### src/pkg/dob_pkg.sv
package dob_pkg;

   // ----------------------------------------------------------------
   // widths and build-time defaults
   // ----------------------------------------------------------------
   localparam int DOB_DCR_AW = 10;
   localparam int DOB_DW = 32;
   localparam int DOB_OPB_AW = 32;
   localparam int DOB_BE_W = 4;
   localparam int DOB_BYTE_SHIFT = 2;
   localparam logic [9:0] DOB_BASE_DEF = 10'h000;
   localparam logic [9:0] DOB_MASK_DEF = 10'h3F8;
   localparam logic [31:0] DOB_OFFSET_DEF = 32'h0000_0000;
   localparam int DOB_REPLY_BUDGET = 16;

   // ----------------------------------------------------------------
   // tied-off opb qualifiers and reset values
   // ----------------------------------------------------------------
   localparam logic [3:0] DOB_BE_ALL = 4'hF;
   localparam logic DOB_SEQ_OFF = 1'b0;
   localparam logic [31:0] DOB_WORD_RST = 32'h0000_0000;
   localparam logic [9:0] DOB_ADDR_RST = 10'h000;

   // ----------------------------------------------------------------
   // control states
   // ----------------------------------------------------------------
   typedef enum logic [1:0] {
      DOB_IDLE = 2'b00,
      DOB_XFER = 2'b01,
      DOB_DONE = 2'b10
   } dob_state_e;

   // hit test, called only by the window decoder
   function automatic logic dob_hit(input logic [9:0] addr,
                                    input logic [9:0] base,
                                    input logic [9:0] mask);
      dob_hit = ((addr ^ base) & mask) == 10'h000;
   endfunction

endpackage
### src/logic/dob_bridge.sv
`timescale 1ns/100ps
module dob_bridge
   import dob_pkg::*;
#(
   parameter logic [9:0] WINDOW_BASE = DOB_BASE_DEF,
   parameter logic [9:0] WINDOW_MASK = DOB_MASK_DEF,
   parameter logic [31:0] ADDR_OFFSET = DOB_OFFSET_DEF
) (
   input wire logic i_clk_sys,
   input wire logic i_nrst,
   input wire logic i_ce,
   // dcr slave side
   input wire logic [9:0] i_dcr_addr,
   input wire logic i_dcr_rd,
   input wire logic i_dcr_wr,
   input wire logic [31:0] i_dcr_data,
   output logic o_dcr_ack,
   output logic [31:0] o_dcr_data,
   // opb master side
   output logic [31:0] o_opb_addr,
   output logic [3:0] o_opb_be,
   output logic [31:0] o_opb_wdata,
   output logic o_opb_rnw,
   output logic o_opb_select,
   output logic o_opb_seq,
   input wire logic [31:0] i_opb_rdata,
   input wire logic i_opb_err_ack,
   input wire logic i_opb_retry,
   input wire logic i_opb_xfer_ack
);

   // ----------------------------------------------------------------
   // declarations
   // ----------------------------------------------------------------
   dob_state_e state_q;
   dob_state_e state_d;
   logic [9:0] addr_q;
   logic rd_q;
   logic wr_q;
   logic strobe_prev_q;
   logic [31:0] din_q;
   logic [31:0] rdata_q;
   logic is_read_q;
   logic [31:0] opb_addr_q;
   logic [31:0] opb_wdata_q;
   logic opb_rnw_q;
   logic opb_select_q;
   logic dcr_ack_q;
   logic [31:0] dcr_data_q;
   logic hit;
   logic [31:0] xlat_addr;
   logic strobe_rise;
   logic slave_done;
   logic launch;

   // ----------------------------------------------------------------
   // window decoder
   // ----------------------------------------------------------------
   dob_win_decode #(
      .WINDOW_BASE(WINDOW_BASE),
      .WINDOW_MASK(WINDOW_MASK),
      .ADDR_OFFSET(ADDR_OFFSET)
   ) u_decode (
      .i_dcr_addr(addr_q),
      .o_hit(hit),
      .o_opb_addr(xlat_addr)
   );

   // ----------------------------------------------------------------
   // dcr input pipeline
   // ----------------------------------------------------------------
   // inputs are flopped first; costs a cycle but keeps chain timing short
   always_ff @(posedge i_clk_sys or negedge i_nrst) begin
      if (!i_nrst) begin
         addr_q <= DOB_ADDR_RST;
         rd_q <= 1'b0;
         wr_q <= 1'b0;
         strobe_prev_q <= 1'b0;
         din_q <= DOB_WORD_RST;
      end else if (i_ce) begin
         addr_q <= i_dcr_addr;
         rd_q <= i_dcr_rd;
         wr_q <= i_dcr_wr;
         strobe_prev_q <= rd_q | wr_q;
         din_q <= i_dcr_data;
      end
   end

   // ----------------------------------------------------------------
   // control
   // ----------------------------------------------------------------
   assign strobe_rise = (rd_q | wr_q) & ~strobe_prev_q;
   // retry and error count as done; dcr has no way to report them
   assign slave_done = i_opb_xfer_ack | i_opb_retry | i_opb_err_ack;
   // a miss never launches, so the chain sees only the bypass
   assign launch = strobe_rise & hit;

   always_comb begin
      state_d = state_q;
      case (state_q)
         DOB_IDLE: begin
            if (launch) begin
               state_d = DOB_XFER;
            end
         end
         DOB_XFER: begin
            // no timeout here: slave latency must fit the reply budget
            if (slave_done) begin
               state_d = DOB_DONE;
            end
         end
         DOB_DONE: begin
            state_d = DOB_IDLE;
         end
         default: begin
            state_d = DOB_IDLE;
         end
      endcase
   end

   always_ff @(posedge i_clk_sys or negedge i_nrst) begin
      if (!i_nrst) begin
         state_q <= DOB_IDLE;
      end else if (i_ce) begin
         state_q <= state_d;
      end
   end

   // ----------------------------------------------------------------
   // opb master outputs
   // ----------------------------------------------------------------
   // sole master: select driven straight, no request or grant
   always_ff @(posedge i_clk_sys or negedge i_nrst) begin
      if (!i_nrst) begin
         opb_select_q <= 1'b0;
         opb_addr_q <= DOB_WORD_RST;
         opb_wdata_q <= DOB_WORD_RST;
         opb_rnw_q <= 1'b0;
         is_read_q <= 1'b0;
      end else if (i_ce) begin
         if (state_q == DOB_IDLE && launch) begin
            opb_select_q <= 1'b1;
            opb_addr_q <= xlat_addr;
            opb_wdata_q <= din_q;
            opb_rnw_q <= rd_q;
            is_read_q <= rd_q;
         end else if (state_q == DOB_XFER && slave_done) begin
            opb_select_q <= 1'b0;
            opb_rnw_q <= 1'b0;
         end
      end
   end

   // ----------------------------------------------------------------
   // read data capture and dcr answer
   // ----------------------------------------------------------------
   always_ff @(posedge i_clk_sys or negedge i_nrst) begin
      if (!i_nrst) begin
         rdata_q <= DOB_WORD_RST;
      end else if (i_ce) begin
         if (state_q == DOB_XFER && slave_done) begin
            rdata_q <= i_opb_rdata;
         end
      end
   end

   always_ff @(posedge i_clk_sys or negedge i_nrst) begin
      if (!i_nrst) begin
         dcr_ack_q <= 1'b0;
      end else if (i_ce) begin
         dcr_ack_q <= (state_q == DOB_DONE);
      end
   end

   always_ff @(posedge i_clk_sys or negedge i_nrst) begin
      if (!i_nrst) begin
         dcr_data_q <= DOB_WORD_RST;
      end else if (i_ce) begin
         if (state_q == DOB_DONE && is_read_q) begin
            dcr_data_q <= rdata_q;
         end else begin
            dcr_data_q <= din_q;
         end
      end
   end

   // ----------------------------------------------------------------
   // port drive
   // ----------------------------------------------------------------
   assign o_dcr_ack = dcr_ack_q;
   assign o_dcr_data = dcr_data_q;
   assign o_opb_addr = opb_addr_q;
   assign o_opb_wdata = opb_wdata_q;
   assign o_opb_rnw = opb_rnw_q;
   assign o_opb_select = opb_select_q;
   // whole words only, single beats only
   assign o_opb_be = DOB_BE_ALL;
   assign o_opb_seq = DOB_SEQ_OFF;

endmodule

### src/logic/dob_win_decode.sv
`timescale 1ns/100ps
module dob_win_decode
   import dob_pkg::*;
#(
   parameter logic [9:0] WINDOW_BASE = DOB_BASE_DEF,
   parameter logic [9:0] WINDOW_MASK = DOB_MASK_DEF,
   parameter logic [31:0] ADDR_OFFSET = DOB_OFFSET_DEF
) (
   input wire logic [9:0] i_dcr_addr,
   output logic o_hit,
   output logic [31:0] o_opb_addr
);

   // ----------------------------------------------------------------
   // build-time checks
   // ----------------------------------------------------------------
   localparam logic [9:0] SPAN_M1 = ~WINDOW_MASK;
   localparam logic [9:0] SPAN_LO = SPAN_M1 + 10'h001;
   // mask must be leading ones so the window is a power of two
   if ((SPAN_M1 & SPAN_LO) != 10'h000) begin : g_bad_mask
      $error("window mask is not a power-of-two size");
   end
   // base must sit on a boundary of the window size
   if ((WINDOW_BASE & SPAN_M1) != 10'h000) begin : g_bad_base
      $error("window base not aligned to window size");
   end

   // ----------------------------------------------------------------
   // decode and translate
   // ----------------------------------------------------------------
   logic [31:0] word_byte;

   assign o_hit = dob_hit(i_dcr_addr, WINDOW_BASE, WINDOW_MASK);
   assign word_byte = {{(DOB_OPB_AW-DOB_DCR_AW-DOB_BYTE_SHIFT){1'b0}},
                       i_dcr_addr, {DOB_BYTE_SHIFT{1'b0}}};
   // wraps modulo 2^32, so a negative offset works as two's complement
   assign o_opb_addr = word_byte + ADDR_OFFSET;

endmodule

### config.mk
export PLATFORM = sky130hd
export DESIGN_NAME = dob_bridge
export DESIGN_NICKNAME = d
export VERILOG_FILES = /design/src/pkg/dob_pkg.sv /design/src/logic/dob_bridge.sv /design/src/logic/dob_win_decode.sv
export SDC_FILE = /design/constraint.sdc
export NUM_CORES = 1
export LEC_CHECK = 0
export BUFFER_PORTS_ARGS = -buffer_cell sky130_fd_sc_hd__buf_4
export CORE_MARGIN = 2
export CORE_UTILIZATION = 54
export CTS_CLUSTER_SIZE = 16
export DETAILED_ROUTE_END_ITERATION = 8
export PLACE_DENSITY = 0.81
export SKIP_CTS_REPAIR_TIMING = 1
export SLEW_MARGIN = 20
export SYNTH_ARGS = -nofsm -noshare
export SYNTH_HDL_FRONTEND = slang
export SYNTH_HIERARCHICAL = 1
export SYNTH_SLANG_ARGS = --single-unit
### constraint.sdc
create_clock -name i_clk_sys -period 2.2 [get_ports i_clk_sys]
set_input_delay 0.44 -clock i_clk_sys [delete_from_list [all_inputs] [get_ports i_clk_sys]]
set_output_delay 0.44 -clock i_clk_sys [all_outputs]
set_load 0.005 [all_outputs]
; ---- After elaboration in Yosys (flattened, before gate mapping)
; Cells that the tools add are included.
[classes]
n_eq_ne = 4
n_mux = 7
n_bitwise = 6
reduce_logical = 10
[ops]
columns = op, n
row1 = 32-bit 2-to-1 mux, 1
row2 = 10-bit logical NOT, 1
row3 = 2-bit AND reduction, 3
row4 = 2-bit 2-to-1 mux, 2
row5 = "2-bit inequality test, second input constant", 2
row6 = 2-bit one-hot mux with 2 select lines, 1
row7 = 1-bit logical AND, 3
row8 = 1-bit 2-to-1 mux, 3
row9 = 1-bit bitwise OR, 3
row10 = 3-bit AND reduction, 1
row11 = 1-bit AND, 2
row12 = "2-bit by 1-bit == test with 1-bit output, second input constant", 1
row13 = "2-bit == test, second input constant", 1
row14 = 2-bit logical NOT, 1
row15 = 2-bit nonzero test, 1
row16 = 1-bit inverter, 1
[totals]
register_bits = 157
input_bits = 82
output_inout_bits = 104
wordCells = 41

; ---- Longest topological paths before layout
; Gate-level depths: netlist (run 1).
[logic_depth]
depth_word = 6
ltp_mapped = 6
mapped_depth_nobuf = 4

; ---- Hierarchy
; Netlist (run 1), hierarchy kept.
[modules_own_cells]
columns = module, instances, cells_per_inst, area_each_um2, seq_area_each_um2
row1 = dob_bridge, 1, 474, 7158.1, 4479.3
row2 = dob_win_decode, 1, 35, 264.0, 0.0

; ---- Worst setup path after synthesis (run 1)
; No wires, ideal clock.
[synth_path]
path_type = register -> register
start = register addr_q[7]
end = register o_opb_addr[23] (netlist name)
setup_time_ns = 0.127
arrival_ns = 1.865
required_time_ns = 2.073
setup_slack_ns = 0.208
path_stages_with_launch = 7
n_path_buf = 2
period_less_slack_ns = 1.992
path_cell_list = dfrtp_1 -> or4_1 -> nor4_2 -> nand4b_1 -> buf_4 -> buf_6 -> mux2_1
[synth_rtl]
columns = element, line_no
row1 = start: declaration, dob_bridge.sv:37  ; logic [9:0] addr_q;
row2 = start signal: assignment, dob_bridge.sv:81  ; addr_q <= i_dcr_addr;

==> results.cfg, run 1 <==
[routing]
route.detailed.drc = 0
drt-wirelength-per-cell_um = 18.0
drt.antenna.violating_nets = 0
first_iter_violations = 243
via_per_inst = 5.09
postRouteWirelength_um = 15600
drt-pass1-iter-count = 6
num_vias = 4419

[worst_setup_path]
cp-end-kind = register
ff2ff_path_depth = 6
startpoint_type = register
worstReg2RegEnd = o_opb_addr[25]$_DFFE_PN0P_
crit_path_largest_cell_delay_ns = 0.55
worst_setup_path_endpoint = o_opb_addr[25]$_DFFE_PN0P_
timing.critical_path.arrival_ns = 2.45
worst-r2r-setup-slack_ns = 0.05
worst-path-max-fanout = 23
cell_by_cell_trace_of_the_critical_path = or4_1 -> nor4_2 -> nand4b_1 -> buf_4 -> buf_8 -> mux2_1
r2r-start = addr_q[7]$_DFFE_PN0P_
crit_path_category = register to register
crit_path_start = addr_q[7]$_DFFE_PN0P_
worst_ep_required_time_ns = 2.50
crit_slowest_cell = sky130_fd_sc_hd__or4_1

[die]
placeableCoreArea_um2 = 13300
pin_count = 186
die_h_um = 121
die-area_um2 = 14700
placement_rows = 42
die-width_um = 121
start_util_pct = 55.6

[timing]
finalClockSkew_ns = 0.00800
finalSetupViolations = 0
final-hold-violation-count = 0
layout_setup_ws_ns = 0.0500
layout_worst_path_cycle_share_pct = 97.7
period_minus_slack_ns = 2.15
worstMarginPinSlew_ns = 0.689
final-max-slew-violation-count = 0
timing.max_slew.rel_slack_pct = 54.1
max_clock_freq_mhz = 465
fin_tns_setup_ns = 0

[synthesis]
yosys-mux-area-fraction_pct = 27.0
synth_seq_area_share_pct = 60.4
syn_avg_cell_area_um2 = 14.6
post_synth_xor_area_fraction_pct = 0
yosys_register_bits = 179
synth.lib_cells_used.distinct = 29
synth_cells = 509
yosys.area_share.simple_pct = 3.03
synth_area_leaders = sky130_fd_sc_hd__dfrtp_1, sky130_fd_sc_hd__mux2_2, sky130_fd_sc_hd__mux2_4
synth_top_area_cell = sky130_fd_sc_hd__dfrtp_1
synth.cell_area_um2 = 7420
synth-compound-area-share_pct = 2.80
synth.yosys.warnings = 6
largest_family_of_logic_cells_by_synthesized_area = multiplexers
post_synth_fa_ha_maj_area_fraction_pct = 0
yosysTopAreaCellShare_pct = 60.4

[cts]
ctsLongestPathBuffers = 2
number_of_buffers_added_by_the_clock_tree_synthesis_step = 17
cts_num_sinks = 179
cts_tree = done
cts_max_level = 4
clkSlewWorstSetupHoldPaths_ns = 0.06
clock_latency_reported_for_the_late_side_of_the_worst_skew_pair_ns = 0.42
ctsRootBufferMaster = sky130_fd_sc_hd__clkbuf_16

[finish]
ant_diodes = 0
mostFrequentLayoutCells = sky130_fd_sc_hd__buf_4, sky130_fd_sc_hd__dfrtp_1, sky130_fd_sc_hd__mux2_2, sky130_fd_sc_hd__nor2_1, sky130_fd_sc_hd__a21oi_1
final_common_cell = sky130_fd_sc_hd__buf_4
finish.cell_count_without_fillers = 868
nets = 763
final_layout_size_suffix_gt1_share_pct = 51.0
area_delta_synth_final_pct = 25.6

[power_and_ir_drop]
vdd_ir_drop_max_mv = 0.453
power_leakage_uw = 0.00491
power_density_nw_per_um2 = 787

[place]
globalplace.congestion = 0.793
post-place-cells = 836
pre_cts_ws_ns = 0.0680
io_buffers = 180
detailed_place_hpwl_um = 10700

[global_routing]
total_grt_overflow = 0
antenna_found_initial = 0
first_global_vias = 4785
grt.total_usage_pct = 22.4
grt_max_degree = 115
grt_first_pass_wirelength_um = 25000

[hold_path]
min_path_type = input port to register

[run_status]
result_of_the_run = finished, final reports clean

[job]
timing.max_cap.violations = 0
-- kinds of logic after synthesis --
kind of cell    after synthesis
compound gates               39
buf+inv                      68
flops                       179
mux                         172
other cells                   3
simple gates                 48
-- sequential cells by signal, indices dropped and copies added (netlist names) --
register and count:
rd_q 1, state_q 2, din_q 32, is_read_q 1
o_opb_select 1, wr_q 1, strobe_prev_q 1, o_opb_wdata 32
o_opb_addr 32, rdata_q 32, o_dcr_ack 1, o_dcr_data 32
addr_q 10, o_opb_rnw 1
-- final cells by class --
class | count | area (um^2)
Sequential cell | 179 | 4480
Inverter | 3 | 11.3
Multi-Input combinational cell | 286 | 2540
Clock buffer | 24 | 472
Timing Repair Buffer | 194 | 1520
Tap cell | 176 | 220
Fill cell | 957 | 4030
Clock inverter | 6 | 80.1
-- worst min-delay path by stage --
stage,from,end,slack [ns],cells after the start
finish,i_dcr_data[11],din_q[11]$_DFFE_PN0P_,0.25,2
global route,i_opb_rdata[11],rdata_q[11]$_DFFE_PN0P_,0.23,2
CTS,i_nrst,rdata_q[7]$_DFFE_PN0P_,-0.07,1
detailed placement,i_nrst,rdata_q[7]$_DFFE_PN0P_,0.38,1
global placement,i_nrst,o_dcr_data[7]$_DFFE_PN0P_,0.38,1
floorplan,i_nrst,addr_q[0]$_DFFE_PN0P_,0.14,0
-- Yosys cell counts --
cell                       number
sky130_fd_sc_hd__and3_1         1
sky130_fd_sc_hd__mux2_2       104
sky130_fd_sc_hd__mux2_4        29
sky130_fd_sc_hd__inv_1          3
sky130_fd_sc_hd__buf_4         38
sky130_fd_sc_hd__o21ai_0        3
sky130_fd_sc_hd__buf_6          5
sky130_fd_sc_hd__a21oi_1       33
sky130_fd_sc_hd__or4_1          1
sky130_fd_sc_hd__buf_12         3
sky130_fd_sc_hd__conb_1         3
sky130_fd_sc_hd__o41ai_1        1
sky130_fd_sc_hd__or3_1          1
sky130_fd_sc_hd__mux2_1         7
sky130_fd_sc_hd__nor2_1        35
sky130_fd_sc_hd__nand3_1        1
sky130_fd_sc_hd__a32o_1         1
sky130_fd_sc_hd__and3_4         1
sky130_fd_sc_hd__nand4b_1       1
sky130_fd_sc_hd__and2b_1        1
sky130_fd_sc_hd__dfrtp_1      179
sky130_fd_sc_hd__nand4_1        1
sky130_fd_sc_hd__clkbuf_1      12
sky130_fd_sc_hd__nand2_1        2
sky130_fd_sc_hd__buf_2          7
sky130_fd_sc_hd__nand3b_1       2
sky130_fd_sc_hd__nor4_2         1
sky130_fd_sc_hd__mux2i_1       32
sky130_fd_sc_hd__a22o_1         1
-- layer usage --
metal	up-vias	global-route usage (%)	wire [um]
li1	2043	-	-
met4	0	8.84	331
met3	25	4.65	694
met2	111	37.8	8300
met5	-	0	0
met1	2240	28.4	6320
-- critical path, delay by kind of cell (launching register included) --
family	cells	cell delay (ns)
buf+inv	2	0.36
simple gates	3	0.95
flops	1	0.38
mux	1	0.33
-- power by group --
| part | internal (uW) | total [uW] | switching, uW |
|---|---|---|---|
| sequential | 3540 | 3700 | 160 |
| combinational | 463 | 772 | 309 |
| clock | 1710 | 2870 | 1160 |
-- metrics by stage --
stage                     utilization [%]  instance area, um^2  hold slack, ns  power [uW]
final                                69.8                 9320           0.247        7340
after detailed placement             65.4                 8730           0.377        4530
after CTS                            69.6                 9290         -0.0730        7400
after floorplan                         -                 7510           0.144        4090
after global placement               65.4                 8730           0.379        4490
after global routing                 69.8                 9320           0.232        7660
No activity file was read; power rests on OpenSTA's default activity.
==> inputs of run 2 (changes only) <==
- ABC_AREA: not set -> 1
- CORE_UTILIZATION: 54 -> 53
- GPL_TIMING_DRIVEN: not set -> 0
- PLACE_DENSITY: 0.81 -> 0.8
==> results.cfg, run 2 <==
[synthesis]
yosys_register_bits = 179
synth_top_area_cell = sky130_fd_sc_hd__dfrtp_1
synth.yosys.warnings = 6
post-synth-top-count-cell = sky130_fd_sc_hd__nand2_1
synth.lib_cells_used.distinct = 18
synth_cells = 825
asyncSetResetFlopFracSynth_pct = 100
syn_avg_cell_area_um2 = 8.87
synth_area_leaders = sky130_fd_sc_hd__dfrtp_1, sky130_fd_sc_hd__nand2_1, sky130_fd_sc_hd__buf_4
synthFlopType = sky130_fd_sc_hd__dfrtp_1
synth_top_cells_by_count = sky130_fd_sc_hd__nand2_1, sky130_fd_sc_hd__dfrtp_1, sky130_fd_sc_hd__a21oi_1
synth_edf_count = 0
yosysTopAreaCellShare_pct = 61.2
synth_seq_area_share_pct = 61.2
synth.cell_area_um2 = 7320

[worst_setup_path]
crit_slowest_cell = sky130_fd_sc_hd__dfrtp_1
worstReg2RegEnd = o_opb_wdata[5]$_DFFE_PN0P_
crit_path_largest_cell_delay_ns = 0.39
cp-end-kind = register
worst-r2r-setup-slack_ns = 0.50
worst_ep_required_time_ns = 2.47
r2r-start = addr_q[8]$_DFFE_PN0P_
cell_by_cell_trace_of_the_critical_path = nor2_1 -> nand2_1 -> nor2_1 -> nand2_1 -> nor2_1 -> nand3_1 -> buf_4 -> buf_4 -> nand2_1 -> o21ai_0
timing.critical_path.arrival_ns = 1.97
worst-path-max-fanout = 10
crit_path_category = register to register
startpoint_type = register
ff2ff_path_depth = 10

[finish]
layout.core_utilization_pct = 71.5
mostFrequentLayoutCells = sky130_fd_sc_hd__nand2_1, sky130_fd_sc_hd__buf_4, sky130_fd_sc_hd__dfrtp_1, sky130_fd_sc_hd__a21oi_1, sky130_fd_sc_hd__o21ai_0
final_layout_size_suffix_gt1_share_pct = 26.8
nets = 1130
fill_cells = 1105
final_common_cell = sky130_fd_sc_hd__nand2_1
ant_diodes = 0
multi_input_area_um2 = 2240
area_delta_synth_final_pct = 30.5
layout.area.seq_um2 = 4480

[cts]
clkSlewWorstSetupHoldPaths_ns = 0.06
cts_max_level = 4
ctsLongestPathBuffers = 2
cts_tree = done
number_of_buffers_added_by_the_clock_tree_synthesis_step = 17
ctsRootBufferMaster = sky130_fd_sc_hd__clkbuf_16
cts_num_sinks = 179
clock_latency_reported_for_the_late_side_of_the_worst_skew_pair_ns = 0.42

[routing]
drt-pass1-iter-count = 5
routedLengthMet1_um = 8020
drt.antenna.violating_nets = 0
highest-signal-layer = met4
route.detailed.drc = 0
routed-wl-met2_um = 8780
via_per_inst = 4.85
drt-wirelength-per-cell_um = 14.9
first_iter_violations = 489
num_vias = 5987
met3RoutedLength_um = 1210
postRouteWirelength_um = 18400

[die]
die-width_um = 121
start_util_pct = 54.8
pin_count = 186
die_h_um = 121
placement_rows = 42
placeableCoreArea_um2 = 13300
die-area_um2 = 14800

[timing]
period_minus_slack_ns = 1.70
final-hold-violation-count = 1
worstMarginPinSlew_ns = 0.636
worst_hold_slack_ns = -0.00204
finalClockSkew_ns = 0.00887
final-max-slew-violation-count = 0
max_clock_freq_mhz = 589
layout_worst_path_cycle_share_pct = 77.1
fin_tns_setup_ns = 0
timing.max_slew.rel_slack_pct = 57.6
finalSetupViolations = 0
layout_setup_ws_ns = 0.503
rsz0062_at_grt = no

[run_status]
violations = hold timing
result_of_the_run = finished, violations left

[hold_path]
min_path_type = input port to async pin

[global_routing]
grt.total_usage_pct = 26.1
first_global_vias = 5995
total_grt_overflow = 0
grt_max_degree = 98
antenna_found_initial = 0
grt_first_pass_wirelength_um = 29600

[place]
globalplace.congestion = 0.849
pre_cts_ws_ns = 0.515
detailed_place_hpwl_um = 12900
io_buffers = 179

[job]
timing.max_cap.violations = 0

[power_and_ir_drop]
vdd_ir_drop_max_mv = 0.474
power_leakage_uw = 0.00514
power_density_nw_per_um2 = 907
-- run 2: cell count changes after synthesis, moves of 31 or more --
cell,previous run,this run
sky130_fd_sc_hd__a21oi_1,33,64
sky130_fd_sc_hd__inv_1,3,38
sky130_fd_sc_hd__mux2_2,104,0
sky130_fd_sc_hd__mux2i_1,32,0
sky130_fd_sc_hd__nand2_1,2,340
sky130_fd_sc_hd__o21ai_0,3,43
-- run 2: power breakdown --
part	internal [uW]	switching (uW)
logic	817	783
clock network	1610	1170
registers	3910	361
-- run 2: area by class of cell --
cell class                 count  area share (%)
clock buffer                  26            5.44
tap                          176            2.31
inverter                      43            1.72
sequential                   179            46.9
timing repair buffer         180            14.4
buffer                        80            5.49
multi-input combinational    547            23.5
clock inverter                 3           0.223
-- run 2: worst max-delay path by stage --
| stage | start | to | slack, ns |
|---|---|---|---|
| 2_1_floorplan | addr_q[9]$_DFFE_PN0P_ | o_opb_wdata[0]$_DFFE_PN0P_ | 0.80 |
| 6_report | addr_q[8]$_DFFE_PN0P_ | o_opb_wdata[5]$_DFFE_PN0P_ | 0.50 |
| 3_3_place_gp | i_nrst | rdata_q[23]$_DFFE_PN0P_ | -0.38 |
| 5_1_grt | addr_q[9]$_DFFE_PN0P_ | o_opb_wdata[5]$_DFFE_PN0P_ | 0.35 |
| 4_1_cts | addr_q[9]$_DFFE_PN0P_ | o_opb_wdata[5]$_DFFE_PN0P_ | 0.50 |
| 3_5_place_dp | addr_q[8]$_DFFE_PN0P_ | o_opb_wdata[5]$_DFFE_PN0P_ | 0.51 |
-- run 2: cell families after synthesis --
kind of cell           count (synthesis)  share of synthesized area [%]
other                                  3                          0.154
DFF                                  179                           61.2
buffers and inverters                123                           9.41
and+or+nand+nor                      389                           20.2
AOI/OAI and AO/OA                    131                           8.96
-- run 2: worst max-delay path: cells and delay by family (launching register included) --
| kind | cells | cell delay [ns] |
|---|---|---|
| AO/OA/AOI/OAI | 1 | 0.08 |
| AND/OR/NAND/NOR | 7 | 0.67 |
| flip-flops | 1 | 0.39 |
| buffers and inverters | 2 | 0.41 |
-- run 2: layer usage --
layer,vias up,track usage [%]
li1,2946,-
met1,2827,34.8
met2,189,41.9
met3,25,6.48
met4,0,9.05
met5,-,0
-- run 2: stage by stage --
stage,instance area (um^2),std cells,total power (uW)
6_report,9550,1234,8660
5_1_grt,9550,1234,9120
4_1_cts,9550,1234,8710
3_5_place_dp,9000,1205,5930
3_3_place_gp,8970,1204,5850
2_1_floorplan,7410,849,5030
